`src/rss_map.svh`:
```
// Offsets, field positions, reset values and timing counts of the supervisor
`ifndef RSS_MAP_SVH
`define RSS_MAP_SVH

// ----------------------------------------------------------------------------
// Clock and timing
// ----------------------------------------------------------------------------
`define RSS_CLK_MHZ        50
`define RSS_STR0_US        1
`define RSS_STR1_US        4
`define RSS_STR2_US        16
`define RSS_STR3_US        64
`define RSS_STR0_CYC       (`RSS_STR0_US * `RSS_CLK_MHZ)
`define RSS_STR1_CYC       (`RSS_STR1_US * `RSS_CLK_MHZ)
`define RSS_STR2_CYC       (`RSS_STR2_US * `RSS_CLK_MHZ)
`define RSS_STR3_CYC       (`RSS_STR3_US * `RSS_CLK_MHZ)
`define RSS_BOD_FILT_NS    2000
`define RSS_BOD_FILT_CYC   ((`RSS_BOD_FILT_NS * `RSS_CLK_MHZ + 999) / 1000)
`define RSS_SMON_FILT_NS   2000
`define RSS_SMON_FILT_CYC  ((`RSS_SMON_FILT_NS * `RSS_CLK_MHZ + 999) / 1000)
`define RSS_CNT_W          12
`define RSS_FILT_W         8

// ----------------------------------------------------------------------------
// Register offsets (byte addresses)
// ----------------------------------------------------------------------------
`define RSS_ADR_W          8
`define RSS_CTRL_OFS       8'h00
`define RSS_FLAGS_OFS      8'h04
`define RSS_STAT_OFS       8'h08

// ----------------------------------------------------------------------------
// Field positions
// ----------------------------------------------------------------------------
`define RSS_CTRL_EN_BIT    0
`define RSS_CTRL_IE_BIT    6
`define RSS_CTRL_IF_BIT    7
`define RSS_FLG_POR_BIT    0
`define RSS_FLG_EXT_BIT    1
`define RSS_FLG_BOR_BIT    2
`define RSS_FLG_WDT_BIT    3
`define RSS_FLG_JTG_BIT    4
`define RSS_FLG_W          5
`define RSS_STAT_REF_BIT   3
`define RSS_STAT_RST_BIT   4

// ----------------------------------------------------------------------------
// Reset values
// ----------------------------------------------------------------------------
`define RSS_FLAGS_RST      5'h00
`define RSS_CNT_RST        12'h000

`endif

```
`src/rss_pkg.sv`:
```
// Types shared by the reset and supply supervisor
package rss_pkg;

  // --------------------------------------------------------------------------
  // Stretch sequencer phases
  // --------------------------------------------------------------------------
  typedef enum logic [1:0] {
    RSS_HOLD  = 2'b00,
    RSS_COUNT = 2'b01,
    RSS_RUN   = 2'b10
  } rss_phase_t;

  // --------------------------------------------------------------------------
  // Clocked state of the supervisor, apart from the filters, synchroniser and port reset flop
  // --------------------------------------------------------------------------
  typedef struct packed {
    rss_phase_t  phase;
    logic [11:0] cnt;
    logic        sys_rst;
    logic        fetch;
    logic        wdt_prev;
    logic        wdt_pulse;
    logic        smon_en;
    logic        smon_ie;
    logic        smon_if;
    logic        smon_irq;
    logic        ref_en;
    logic [4:0]  flags;
    logic        ack;
    logic [7:0]  rdat;
  } rss_state_t;

endpackage

```
`src/rss_persist.sv`:
```
// Persistence filter: a level counts only once it has held for LIMIT+1 cycles
module rss_persist #(
  parameter int         W     = 8,
  parameter logic [7:0] LIMIT = 8'h01
) (
  input  wire logic mclk,
  input  wire logic rst,
  input  wire logic en,
  input  wire logic lvl,
  output logic      hit
);

  logic [W-1:0] cnt_r;

  always_ff @(posedge mclk) begin
    if (rst || !en || !lvl) begin
      cnt_r <= '0;
      hit   <= 1'b0;
    end else if (cnt_r != LIMIT) begin
      cnt_r <= cnt_r + W'(1);
    end else begin
      hit   <= 1'b1;
    end
  end

endmodule

```
`src/rss_supervisor.sv`:
```
// Reset and supply supervisor: reset merging, stretch, reference, monitor
`include "rss_map.svh"

module rss_supervisor
  import rss_pkg::*;
(
  input  wire logic                     mclk,
  input  wire logic                     rst,
  input  wire logic                     por_low,
  input  wire logic                     ext_rst_n,
  input  wire logic                     jtag_reset_bit,
  input  wire logic                     bod_low,
  input  wire logic                     smon_low,
  input  wire logic                     wdt_expire,
  input  wire logic                     wdt_reset_en,
  input  wire logic                     global_irq_en,
  input  wire logic [1:0]               startup_delay_fuses,
  input  wire logic                     brownout_enable_fuse,
  input  wire logic                     wb_cyc_i,
  input  wire logic                     wb_stb_i,
  input  wire logic                     wb_we_i,
  input  wire logic [`RSS_ADR_W-1:0]    wb_adr_i,
  input  wire logic [3:0]               wb_sel_i,
  input  wire logic [31:0]              wb_dat_i,
  output logic      [31:0]              wb_dat_o,
  output logic                          wb_ack_o,
  output logic                          port_reset,
  output logic                          io_reg_reset,
  output logic                          fetch_reset_vector,
  output logic                          ref_enable,
  output logic                          supply_monitor_active,
  output logic                          supply_monitor_irq
);

  // --------------------------------------------------------------------------
  // Pin synchronisation
  // --------------------------------------------------------------------------
  logic [7:0] pins_s;
  logic       por_s;
  logic       ext_s;
  logic       jtag_s;
  logic       bod_s;
  logic       smon_s;
  logic [1:0] dly_sel_s;
  logic       bod_fuse_s;

  rss_sync2 #(
    .W (8)
  ) u_sync (
    .mclk (mclk),
    .rst  (rst),
    .d    ({brownout_enable_fuse, startup_delay_fuses, smon_low,
            bod_low, jtag_reset_bit, ~ext_rst_n, por_low}),
    .q    (pins_s)
  );

  assign por_s      = pins_s[0];
  assign ext_s      = pins_s[1];
  assign jtag_s     = pins_s[2];
  assign bod_s      = pins_s[3];
  assign smon_s     = pins_s[4];
  assign dly_sel_s  = pins_s[6:5];
  assign bod_fuse_s = pins_s[7];
  // The pin is inverted ahead of the synchroniser, so every source bit
  // reads high when active and the cleared flops mean no source at all;
  // mixing polarities here would hold the sequencer in reset for good

  // --------------------------------------------------------------------------
  // Persistence filters for brown-out and supply monitor
  // --------------------------------------------------------------------------
  logic bod_hit;
  logic smon_hit;
  rss_state_t st_r;
  rss_state_t st_nxt;

  // Filter is held clear while the fuse is off, so no reset can leak out
  rss_persist #(
    .W     (`RSS_FILT_W),
    .LIMIT (8'(`RSS_BOD_FILT_CYC))
  ) u_bod_filt (
    .mclk (mclk),
    .rst  (rst),
    .en   (bod_fuse_s),
    .lvl  (bod_s),
    .hit  (bod_hit)
  );

  // Monitor filter is held clear while the monitor is switched off
  rss_persist #(
    .W     (`RSS_FILT_W),
    .LIMIT (8'(`RSS_SMON_FILT_CYC))
  ) u_smon_filt (
    .mclk (mclk),
    .rst  (rst),
    .en   (st_r.smon_en),
    .lvl  (smon_s),
    .hit  (smon_hit)
  );

  // --------------------------------------------------------------------------
  // Asynchronous reset assertion
  // --------------------------------------------------------------------------
  // Pin sources act without any clock; release still follows the
  // clocked sequencer so the edge is clean for downstream logic.
  logic async_src;
  logic port_reset_r;

  assign async_src = por_low | ~ext_rst_n | jtag_reset_bit;

  // Raw pins on purpose: a synchroniser needs the clock that may be
  // missing; rst is sampled, so it only acts on a clock edge
  always_ff @(posedge mclk or posedge async_src) begin
    if (async_src) begin
      port_reset_r <= 1'b1;
    end else if (rst) begin
      port_reset_r <= 1'b1;
    end else begin
      port_reset_r <= st_r.sys_rst;
    end
  end

  assign port_reset = port_reset_r;

  // --------------------------------------------------------------------------
  // Source merge and stretch length
  // --------------------------------------------------------------------------
  logic                  src_any;
  logic [`RSS_CNT_W-1:0] limit;

  assign src_any = por_s | ext_s | st_r.wdt_pulse | bod_hit |
                   jtag_s;

  // The count runs from zero to limit-1, so the stretch lasts exactly
  // limit cycles once the last source has been seen clear
  always_comb begin
    case (dly_sel_s)
      2'h0:    limit = `RSS_CNT_W'(`RSS_STR0_CYC);
      2'h1:    limit = `RSS_CNT_W'(`RSS_STR1_CYC);
      2'h2:    limit = `RSS_CNT_W'(`RSS_STR2_CYC);
      default: limit = `RSS_CNT_W'(`RSS_STR3_CYC);
    endcase
  end

  // --------------------------------------------------------------------------
  // Bus decode
  // --------------------------------------------------------------------------
  logic       bus_req;
  logic       wr_lo;
  logic [7:0] wbyte;

  // Taken only while ack is low, so ack lasts one cycle and a held request acks every other cycle
  assign bus_req = wb_cyc_i & wb_stb_i & ~st_r.ack;
  assign wr_lo   = bus_req & wb_we_i & wb_sel_i[0];
  assign wbyte   = wb_dat_i[7:0];

  // --------------------------------------------------------------------------
  // Next state
  // --------------------------------------------------------------------------
  always_comb begin
    // Pulses and ack drop by default unless set again below
    st_nxt       = st_r;
    st_nxt.fetch = 1'b0;
    st_nxt.ack   = bus_req;

    // Watchdog expiry becomes a single cycle source
    st_nxt.wdt_prev  = wdt_expire;
    st_nxt.wdt_pulse = wdt_expire & ~st_r.wdt_prev & wdt_reset_en;

    // Reset stretch sequencer
    case (st_r.phase)
      RSS_HOLD: begin
        st_nxt.sys_rst = 1'b1;
        st_nxt.cnt     = `RSS_CNT_RST;
        if (!src_any) begin
          st_nxt.phase = RSS_COUNT;
        end
      end
      RSS_COUNT: begin
        // Restart instead of pausing: a new source earns the full stretch
        if (src_any) begin
          st_nxt.phase = RSS_HOLD;
          st_nxt.cnt   = `RSS_CNT_RST;
        end else if (st_r.cnt == limit - `RSS_CNT_W'(1)) begin
          st_nxt.phase   = RSS_RUN;
          st_nxt.sys_rst = 1'b0;
          st_nxt.fetch   = 1'b1;
        end else begin
          st_nxt.cnt = st_r.cnt + `RSS_CNT_W'(1);
        end
      end
      RSS_RUN: begin
        if (src_any) begin
          st_nxt.phase   = RSS_HOLD;
          st_nxt.sys_rst = 1'b1;
        end
      end
      default: begin
        st_nxt.phase   = RSS_HOLD;
        st_nxt.sys_rst = 1'b1;
      end
    endcase

    // Control register: writes, then hardware set wins over the clear
    if (wr_lo && wb_adr_i == `RSS_CTRL_OFS) begin
      st_nxt.smon_en = wbyte[`RSS_CTRL_EN_BIT];
      st_nxt.smon_ie = wbyte[`RSS_CTRL_IE_BIT];
      if (!wbyte[`RSS_CTRL_IF_BIT]) begin
        st_nxt.smon_if = 1'b0;
      end
    end
    if (smon_hit) begin
      st_nxt.smon_if = 1'b1;
    end
    if (st_r.sys_rst) begin
      st_nxt.smon_en = 1'b0;
      st_nxt.smon_ie = 1'b0;
      st_nxt.smon_if = 1'b0;
    end

    // Reset cause flags survive the internal reset by design
    if (wr_lo && wb_adr_i == `RSS_FLAGS_OFS) begin
      st_nxt.flags = st_r.flags & wbyte[`RSS_FLG_W-1:0];
    end
    // Power-on outranks the other causes and leaves only its own bit
    if (por_s) begin
      st_nxt.flags[`RSS_FLG_EXT_BIT] = 1'b0;
      st_nxt.flags[`RSS_FLG_BOR_BIT] = 1'b0;
      st_nxt.flags[`RSS_FLG_WDT_BIT] = 1'b0;
      st_nxt.flags[`RSS_FLG_JTG_BIT] = 1'b0;
      st_nxt.flags[`RSS_FLG_POR_BIT] = 1'b1;
    end else begin
      if (ext_s) begin
        st_nxt.flags[`RSS_FLG_EXT_BIT] = 1'b1;
      end
      if (bod_hit) begin
        st_nxt.flags[`RSS_FLG_BOR_BIT] = 1'b1;
      end
      if (st_r.wdt_pulse) begin
        st_nxt.flags[`RSS_FLG_WDT_BIT] = 1'b1;
      end
      if (jtag_s) begin
        st_nxt.flags[`RSS_FLG_JTG_BIT] = 1'b1;
      end
    end

    st_nxt.ref_en   = bod_fuse_s | st_r.smon_en;
    st_nxt.smon_irq = st_r.smon_if & st_r.smon_ie & global_irq_en;

    // Read data; unmapped addresses answer zero
    st_nxt.rdat = 8'h00;
    if (bus_req && !wb_we_i) begin
      case (wb_adr_i)
        `RSS_CTRL_OFS: begin
          st_nxt.rdat[`RSS_CTRL_EN_BIT] = st_r.smon_en;
          st_nxt.rdat[`RSS_CTRL_IE_BIT] = st_r.smon_ie;
          st_nxt.rdat[`RSS_CTRL_IF_BIT] = st_r.smon_if;
        end
        `RSS_FLAGS_OFS: begin
          st_nxt.rdat[`RSS_FLG_W-1:0] = st_r.flags;
        end
        `RSS_STAT_OFS: begin
          st_nxt.rdat[1:0]               = dly_sel_s;
          st_nxt.rdat[2]                 = bod_fuse_s;
          st_nxt.rdat[`RSS_STAT_REF_BIT] = st_r.ref_en;
          st_nxt.rdat[`RSS_STAT_RST_BIT] = st_r.sys_rst;
          st_nxt.rdat[6:5]               = st_r.phase;
        end
        default: begin
          st_nxt.rdat = 8'h00;
        end
      endcase
    end
  end

  // --------------------------------------------------------------------------
  // State register
  // --------------------------------------------------------------------------
  // Reset image: the sequencer holds and the internal reset is asserted
  localparam rss_state_t st_rst_val = '{
    phase:     RSS_HOLD,
    cnt:       `RSS_CNT_RST,
    sys_rst:   1'b1,
    fetch:     1'b0,
    wdt_prev:  1'b0,
    wdt_pulse: 1'b0,
    smon_en:   1'b0,
    smon_ie:   1'b0,
    smon_if:   1'b0,
    smon_irq:  1'b0,
    ref_en:    1'b0,
    flags:     `RSS_FLAGS_RST,
    ack:       1'b0,
    rdat:      8'h00
  };

  always_ff @(posedge mclk) begin
    if (rst) begin
      st_r <= st_rst_val;
    end else begin
      st_r <= st_nxt;
    end
  end

  // --------------------------------------------------------------------------
  // Outputs
  // --------------------------------------------------------------------------
  // Bits above the low byte stay zero: each register is one byte wide
  assign wb_dat_o              = {24'h000000, st_r.rdat};
  assign wb_ack_o              = st_r.ack;
  assign io_reg_reset          = st_r.sys_rst;
  assign fetch_reset_vector    = st_r.fetch;
  assign ref_enable            = st_r.ref_en;
  assign supply_monitor_active = st_r.smon_en;
  assign supply_monitor_irq    = st_r.smon_irq;

endmodule

```
`src/rss_sync2.sv`:
```
// Two flip-flop synchroniser for a vector of unrelated levels
module rss_sync2 #(
  parameter int W = 1
) (
  input  wire logic         mclk,
  input  wire logic         rst,
  input  wire logic [W-1:0] d,
  output logic      [W-1:0] q
);

  logic [W-1:0] meta_r;

  always_ff @(posedge mclk) begin
    if (rst) begin
      meta_r <= '0;
      q      <= '0;
    end else begin
      meta_r <= d;
      q      <= meta_r;
    end
  end

endmodule
```
`config.mk`:
```
export PLATFORM = sky130hd
export DESIGN_NAME = rss_supervisor
export DESIGN_NICKNAME = d
export VERILOG_FILES = /design/src/rss_pkg.sv /design/src/rss_persist.sv /design/src/rss_supervisor.sv /design/src/rss_sync2.sv
export VERILOG_INCLUDE_DIRS = /design/src
export SDC_FILE = /design/constraint.sdc
export NUM_CORES = 1
export LEC_CHECK = 0
export ABC_CLOCK_PERIOD_IN_PS = 6300
export BUFFER_PORTS_ARGS = -buffer_cell sky130_fd_sc_hd__buf_2
export CAP_MARGIN = 20
export CORE_UTILIZATION = 44
export CTS_BUF_LIST = sky130_fd_sc_hd__clkbuf_2
export CTS_CLUSTER_SIZE = 8
export DETAILED_ROUTE_END_ITERATION = 12
export GPL_ROUTABILITY_DRIVEN = 0
export PLACE_DENSITY = 0.7
export SYNTH_ARGS = -nofsm -noshare
export SYNTH_HDL_FRONTEND = slang
export SYNTH_SLANG_ARGS = --single-unit
```
`constraint.sdc`:
```
create_clock -name mclk -period 6.3 [get_ports mclk]
set_clock_uncertainty 0.1 [all_clocks]
set_input_delay 0.63 -clock mclk [delete_from_list [all_inputs] [get_ports mclk]]
set_output_delay 0.63 -clock mclk [all_outputs]
set_load 0.005 [all_outputs]
```
Word level (Yosys, flattened, before mapping)

Cells that the tools add are included.

$add $sub $neg: 4
Eq/ne operators: 16
Mux-type cells: 25
Bitwise logic cells: 23
Reduce and logical (&&, ||, !) cells: 32

Operators with widths:

| operator              | number |
|---|---|
| $pmux 12 s3           | 1 |
| $pmux 12 s2           | 1 |
| $add 8x1->8 const B   | 2 |
| $ne 8x7->1 const B    | 2 |
| $mux 14               | 1 |
| $reduce_bool 2->1     | 7 |
| $add 12x1->12 const B | 1 |
| $eq 12x12->1          | 1 |
| $mux 12               | 1 |
| $sub 12x1->12 const B | 1 |
| $mux 1                | 10 |
| $mux 2                | 5 |
| $reduce_or 3->1       | 3 |
| $and 1x1->1           | 8 |
| $eq 8x3->1 const B    | 1 |
| $eq 8x4->1 const B    | 1 |
| $logic_not 8->1       | 1 |
| $ne 2x2->1 const B    | 4 |
| $pmux 4 s2            | 1 |
| $not 1->1             | 7 |
| $or 1x1->1            | 7 |
| $ne 3x3->1 const B    | 2 |
| $pmux 2 s3            | 1 |
| $reduce_and 3->1      | 2 |
| other kinds (13)      | 29 |

Register bits: 72
Output and inout port bits: 39

Depth between registers and ports, before layout

Depth after elaboration: 7
Gate-level depth with buffers: 8
Depth with buffers taken out: 7

Modules after synthesis

From an unflattened synthesis, not the netlist that was laid out.

Cells, all modules: 381
Area, all modules: 3500.9 sq um

Modules (own cells, without submodules):

| module         | times used | cells each | area each (sq um) | sequential area each (sq um) |
|---|---|---|---|---|
| rss_supervisor | 1          | 246        | 2153.3            | 767.0 |
| rss_persist    | 2          | 51         | 441.7             | 180.2 |
| rss_sync2      | 1          | 33         | 464.2             | 320.3 |

Worst setup path after synthesis

Ideal clock, no wire load.

Path type: input-to-reg
From: input port wb_adr_i[1]
To: register st_r, in the netlist wb_dat_o[6]
Library setup time: 0.073 ns
Data arrival time: 1.887 ns
Required time: 6.127 ns
Path slack: 4.240 ns
Stages: 4
Path through: or4_4 -> or4b_1 -> buf_2 -> nor3_2

Cells in the longest elaborated chain, start to end: 2
Elaborated cells between the ends (all ways): 3

Ends and longest elaborated chain:

| item                                                 | line                  | RTL |
|---|---|---|
| start, declared                                      | rss_supervisor.sv:22  | `` input wire logic [`RSS_ADR_W-1:0] wb_adr_i, `` |
| $eq 8x4->1 / $logic_not 8->1 (equally long branches) | rss_supervisor.sv:252 | `case (wb_adr_i)` |
| $pmux 1 s2 *                                         | rss_supervisor.sv:252 |  |
| end signal, assigned                                 | rss_supervisor.sv:298 | `st_r <= st_rst_val;` |
| end signal, assigned                                 | rss_supervisor.sv:300 | `st_r <= st_nxt;` |
| end, declared                                        | rss_supervisor.sv:73  | `rss_state_t st_r;` |

Mark *: on every way between the ends. The rest lies on a longest branch, timed or not.
A chain may end at the register's enable or synchronous reset.

Worst setup path in the final report

From: register u_sync.q[5]
To: register st_r[28] in the netlist's numbering

Cells in the longest elaborated chain, start to end: 6
Elaborated cells between the ends (all ways): 8

Ends and longest elaborated chain:

| item                                     | line                  | RTL |
|---|---|---|
| start, declared                          | rss_sync2.sv:8        | `output logic [W-1:0] q` |
| start signal, assigned                   | rss_sync2.sv:19       | `q <= meta_r;` |
| $eq 2x2->1, or another cell as far along | rss_supervisor.sv:136 | `case (dly_sel_s)` |
| $pmux 12 s3 *                            | rss_supervisor.sv:136 |  |
| $sub 12x1->12 *                          | rss_supervisor.sv:183 | `` end else if (st_r.cnt == limit - `RSS_CNT_W'(1)) begin `` |
| $eq 12x12->1 *                           | rss_supervisor.sv:183 |  |
| $ne 3x3->1 (no line) *                   | n/a                   |  |
| $reduce_and 2->1 (no line) *             | n/a                   |  |

Marks and branches as above.

==> impl_metrics.csv <==
group,metric,value,unit
layout,n_antenna_cell,0,
sta,slew_viol_final,0,
layout,seq_area,1450,µm²
clock_network,clk_pin_slew,0.21,ns
placement,numPortBuffers,46,
synthesis,synthCells,359,
pwr,cellLeakagePower,0.00148,µW
sta,fin_crit,2.70,ns
floorplanning,core,6980,µm²
synthesis,avgSynthCellArea,9.07,µm²
floorplanning,pin_count,99,
routing,route.met2.wl,2610,µm
layout,multi_input_area,1550,µm²
routing,m1WireLength,2870,µm
global_routing,antenna_found_initial,0,
setup_path,startpoint_type,"register",
routing,dr.max_layer_used,"met4",
sta,finalSetupViolations,0,
clock_network,numCtsBuffers,9,
layout,drive_gt1_share,17.9,%
clock_network,cts_setup_buffers,0,
synthesis,ys_ff_latch,72,
layout,layout_common_cells,"dfxtp_1, buf_2, nor2_1",
synthesis,async_flop_share,1.39,%
global_routing,grt_max_degree,30,
pwr,cellPowerDensity,229,nW/µm²
clock_network,post_cts_resized,0,
setup_path,crit_chain,"inv_1, ha_1, xor2_1, nand3_1, nor4_2, a31oi_1, o221ai_1",
flow_run,drv_cap,0,
routing,initialDrtViolationCount,66,
sta,rsz0062_at_grt,"no",
routing,ant_nets,0,
routing,routed_via_density,4.86,
sta,tns,0,ns
clock_network,htreeDepth,3,
clock_network,ctsHoldBuffers,0,
clock_network,cts_max_path_buffers,2,
synthesis,synthFlopType,"dfxtp_1",
floorplanning,rows,30,
clock_network,cts_tree,"yes",
setup_path,cp_top_family,"simple AND/OR/NAND/NOR gates",
setup_path,setup.worst_path.end_class,"register",
layout,layout_commonest_cell,"dfxtp_1",
clock_network,insertion_delay,0.51,ns
sta,worst_pin_slew,0.960,ns
worst_hold_path,hp-class,"primary input to asynchronous set/reset pin",
routing,wirelength,5790,µm
routing,dr_wl_met3,255,µm
setup_path,required,6.64,ns
floorplanning,die_x,88.0,µm
pwr,ir_worst_vdd,151,µV
routing,drc_errors,0,
global_routing,grt_pass1_vias,2143,
setup_path,crit_fanout,11,
synthesis,yosysSeqAreaShare,44.4,%
setup_path,worstSetupPathType,"register to register",
layout,area_growth,8.99,%
setup_path,worstPathArrival,3.04,ns
synthesis,synth_cell_type_count,52,
sta,min_period_over_period,42.9,%
floorplanning,die_area,7750,µm²
sta,slew_headroom,35.4,%
clock_network,cts_num_sinks,72,
layout,post-route-util,50.8,%
synthesis,synth_edf_count,0,
global_routing,overflow,0,
global_routing,grt_pass1_wl,9640,µm
clock_network,cts_root_buf,"clkbuf_2",
run_status,status,"finished clean",
floorplanning,dieHeight,88.0,µm
setup_path,crit_slowest_cell,"nor4_2",
setup_path,crit_buf_inv,1,
setup_path,critical-path-max-stage-delay,0.86,ns
synthesis,yosys_warnings,0,
layout,nNetsFinal,467,
synthesis,syn-cell-area,3260,µm²
routing,post_drt_wl_per_cell,11.6,µm
placement,placed_area,3410,µm²
global_routing,gr-usage-all-layers,16.1,%
layout,fillers,681,
floorplanning,initial_utilization,46.6,%
layout,finish.instance_area,3550,µm²
routing,vias,2418,
routing,drt_pass1_iterations,4,
sta,hold_viol_final,0,
sta,max_freq,370,MHz
placement,place_hpwl,4240,µm
[state kept, by name, indices dropped and copies added (netlist names), 8 cells and up]
name and count:
wb_dat_o 8, u_sync.q 8, u_sync.meta_r 8, st_r 23, u_smon_filt.cnt_r 8, u_bod_filt.cnt_r 8
[power breakdown]
group          internal [µW]  switching, µW  total [µW]
combinational           18.6           22.4        41.0
clock                    136            166         302
sequential               464           5.46         470
[kinds of logic after synthesis]
| kind of cell | after synthesis | synth area share [%] |
|---|---|---|
| adder cells (fa/ha/maj) | 10 | 3.84 |
| other | 1 | 0.115 |
| buffers and inverters | 59 | 10.7 |
| XOR/XNOR | 18 | 4.84 |
| multiplexers | 7 | 2.15 |
| AO/OA/AOI/OAI | 45 | 9.14 |
| flip-flops | 72 | 44.4 |
| AND/OR/NAND/NOR | 147 | 24.7 |
[path summary, 6_finish.rpt]
path,start,end,cells past startpoint,slack (ns)
max,u_sync.q[5]$_SDFF_PP0_,st_r[28]$_SDFFE_PP0P_,7,3.60
min,ext_rst_n,port_reset$_DFF_PP1_,2,0.10
max reg2reg,u_sync.q[5]$_SDFF_PP0_,st_r[28]$_SDFFE_PP0P_,7,3.60
min reg2reg,u_sync.meta_r[0]$_SDFF_PP0_,u_sync.q[0]$_SDFF_PP0_,1,0.34
max in group asynchronous,por_low,port_reset$_DFF_PP1_,2,5.95
min in group mclk,ext_rst_n,u_sync.meta_r[1]$_SDFF_PP0_,2,0.18
[layer usage]
layer	global-route usage [%]	up-vias
li1	-	1243
met1	21.4	1108
met2	24.8	61
met3	5.37	6
met4	5.28	0
met5	0	-
[worst reg2reg max path, stage by stage, from the launching register on]
cell      delay [ns]
dfxtp_1         0.52
inv_1           0.11
ha_1            0.31
xor2_1          0.13
nand3_1         0.10
nor4_2          0.86
a31oi_1         0.30
o221ai_1        0.24
[area by class of cell]
| type | instances | share of cell area (%) |
|---|---|---|
| well taps | 96 | 3.38 |
| clock inverters | 6 | 2.57 |
| clock buffers | 10 | 1.41 |
| flip-flops and latches | 72 | 40.8 |
| multi-input cells | 251 | 43.6 |
| inverters | 17 | 1.80 |
| repair buffers | 46 | 6.49 |
[per-stage QoR]
stage | instances | total power (µW) | setup slack, ns | hold slack [ns]
after floorplan | 382 | 514 | 4.24 | 0.314
after global placement | 482 | 519 | 3.67 | 0.325
after detailed placement | 482 | 520 | 3.62 | 0.320
after CTS | 498 | 822 | 3.61 | 0.0617
after global routing | 498 | 848 | 3.32 | 0.0652
final | 498 | 813 | 3.60 | 0.101
[synthesized netlist by cell type, types with 3 or more instances]
master     n  area [µm²]
buf_2      3        15.0
buf_4     33         248
nor2_1    45         169
xor2_1    10        87.6
and3b_1    3        26.3
mux2i_1    7        70.1
o21ai_0    9        45.0
ha_1      10         125
o31ai_1    3        22.5
a21oi_1    9        45.0
inv_1     17        63.8
nor3_1     9        45.0
nor2b_1   21         131
clkbuf_1   6        22.5
nand2b_1   3        18.8
and3_1     6        37.5
nand3_1   12        60.1
o22a_1     3        26.3
a31oi_1    6        37.5
nand2_1   15        56.3
a22oi_1    4        30.0
xnor2_1    8        70.1
nand3b_1   7        52.6
nor3b_1    4        30.0
or2_2      3        18.8
dfxtp_1   71        1420
Power figures use the tool's default switching activity.
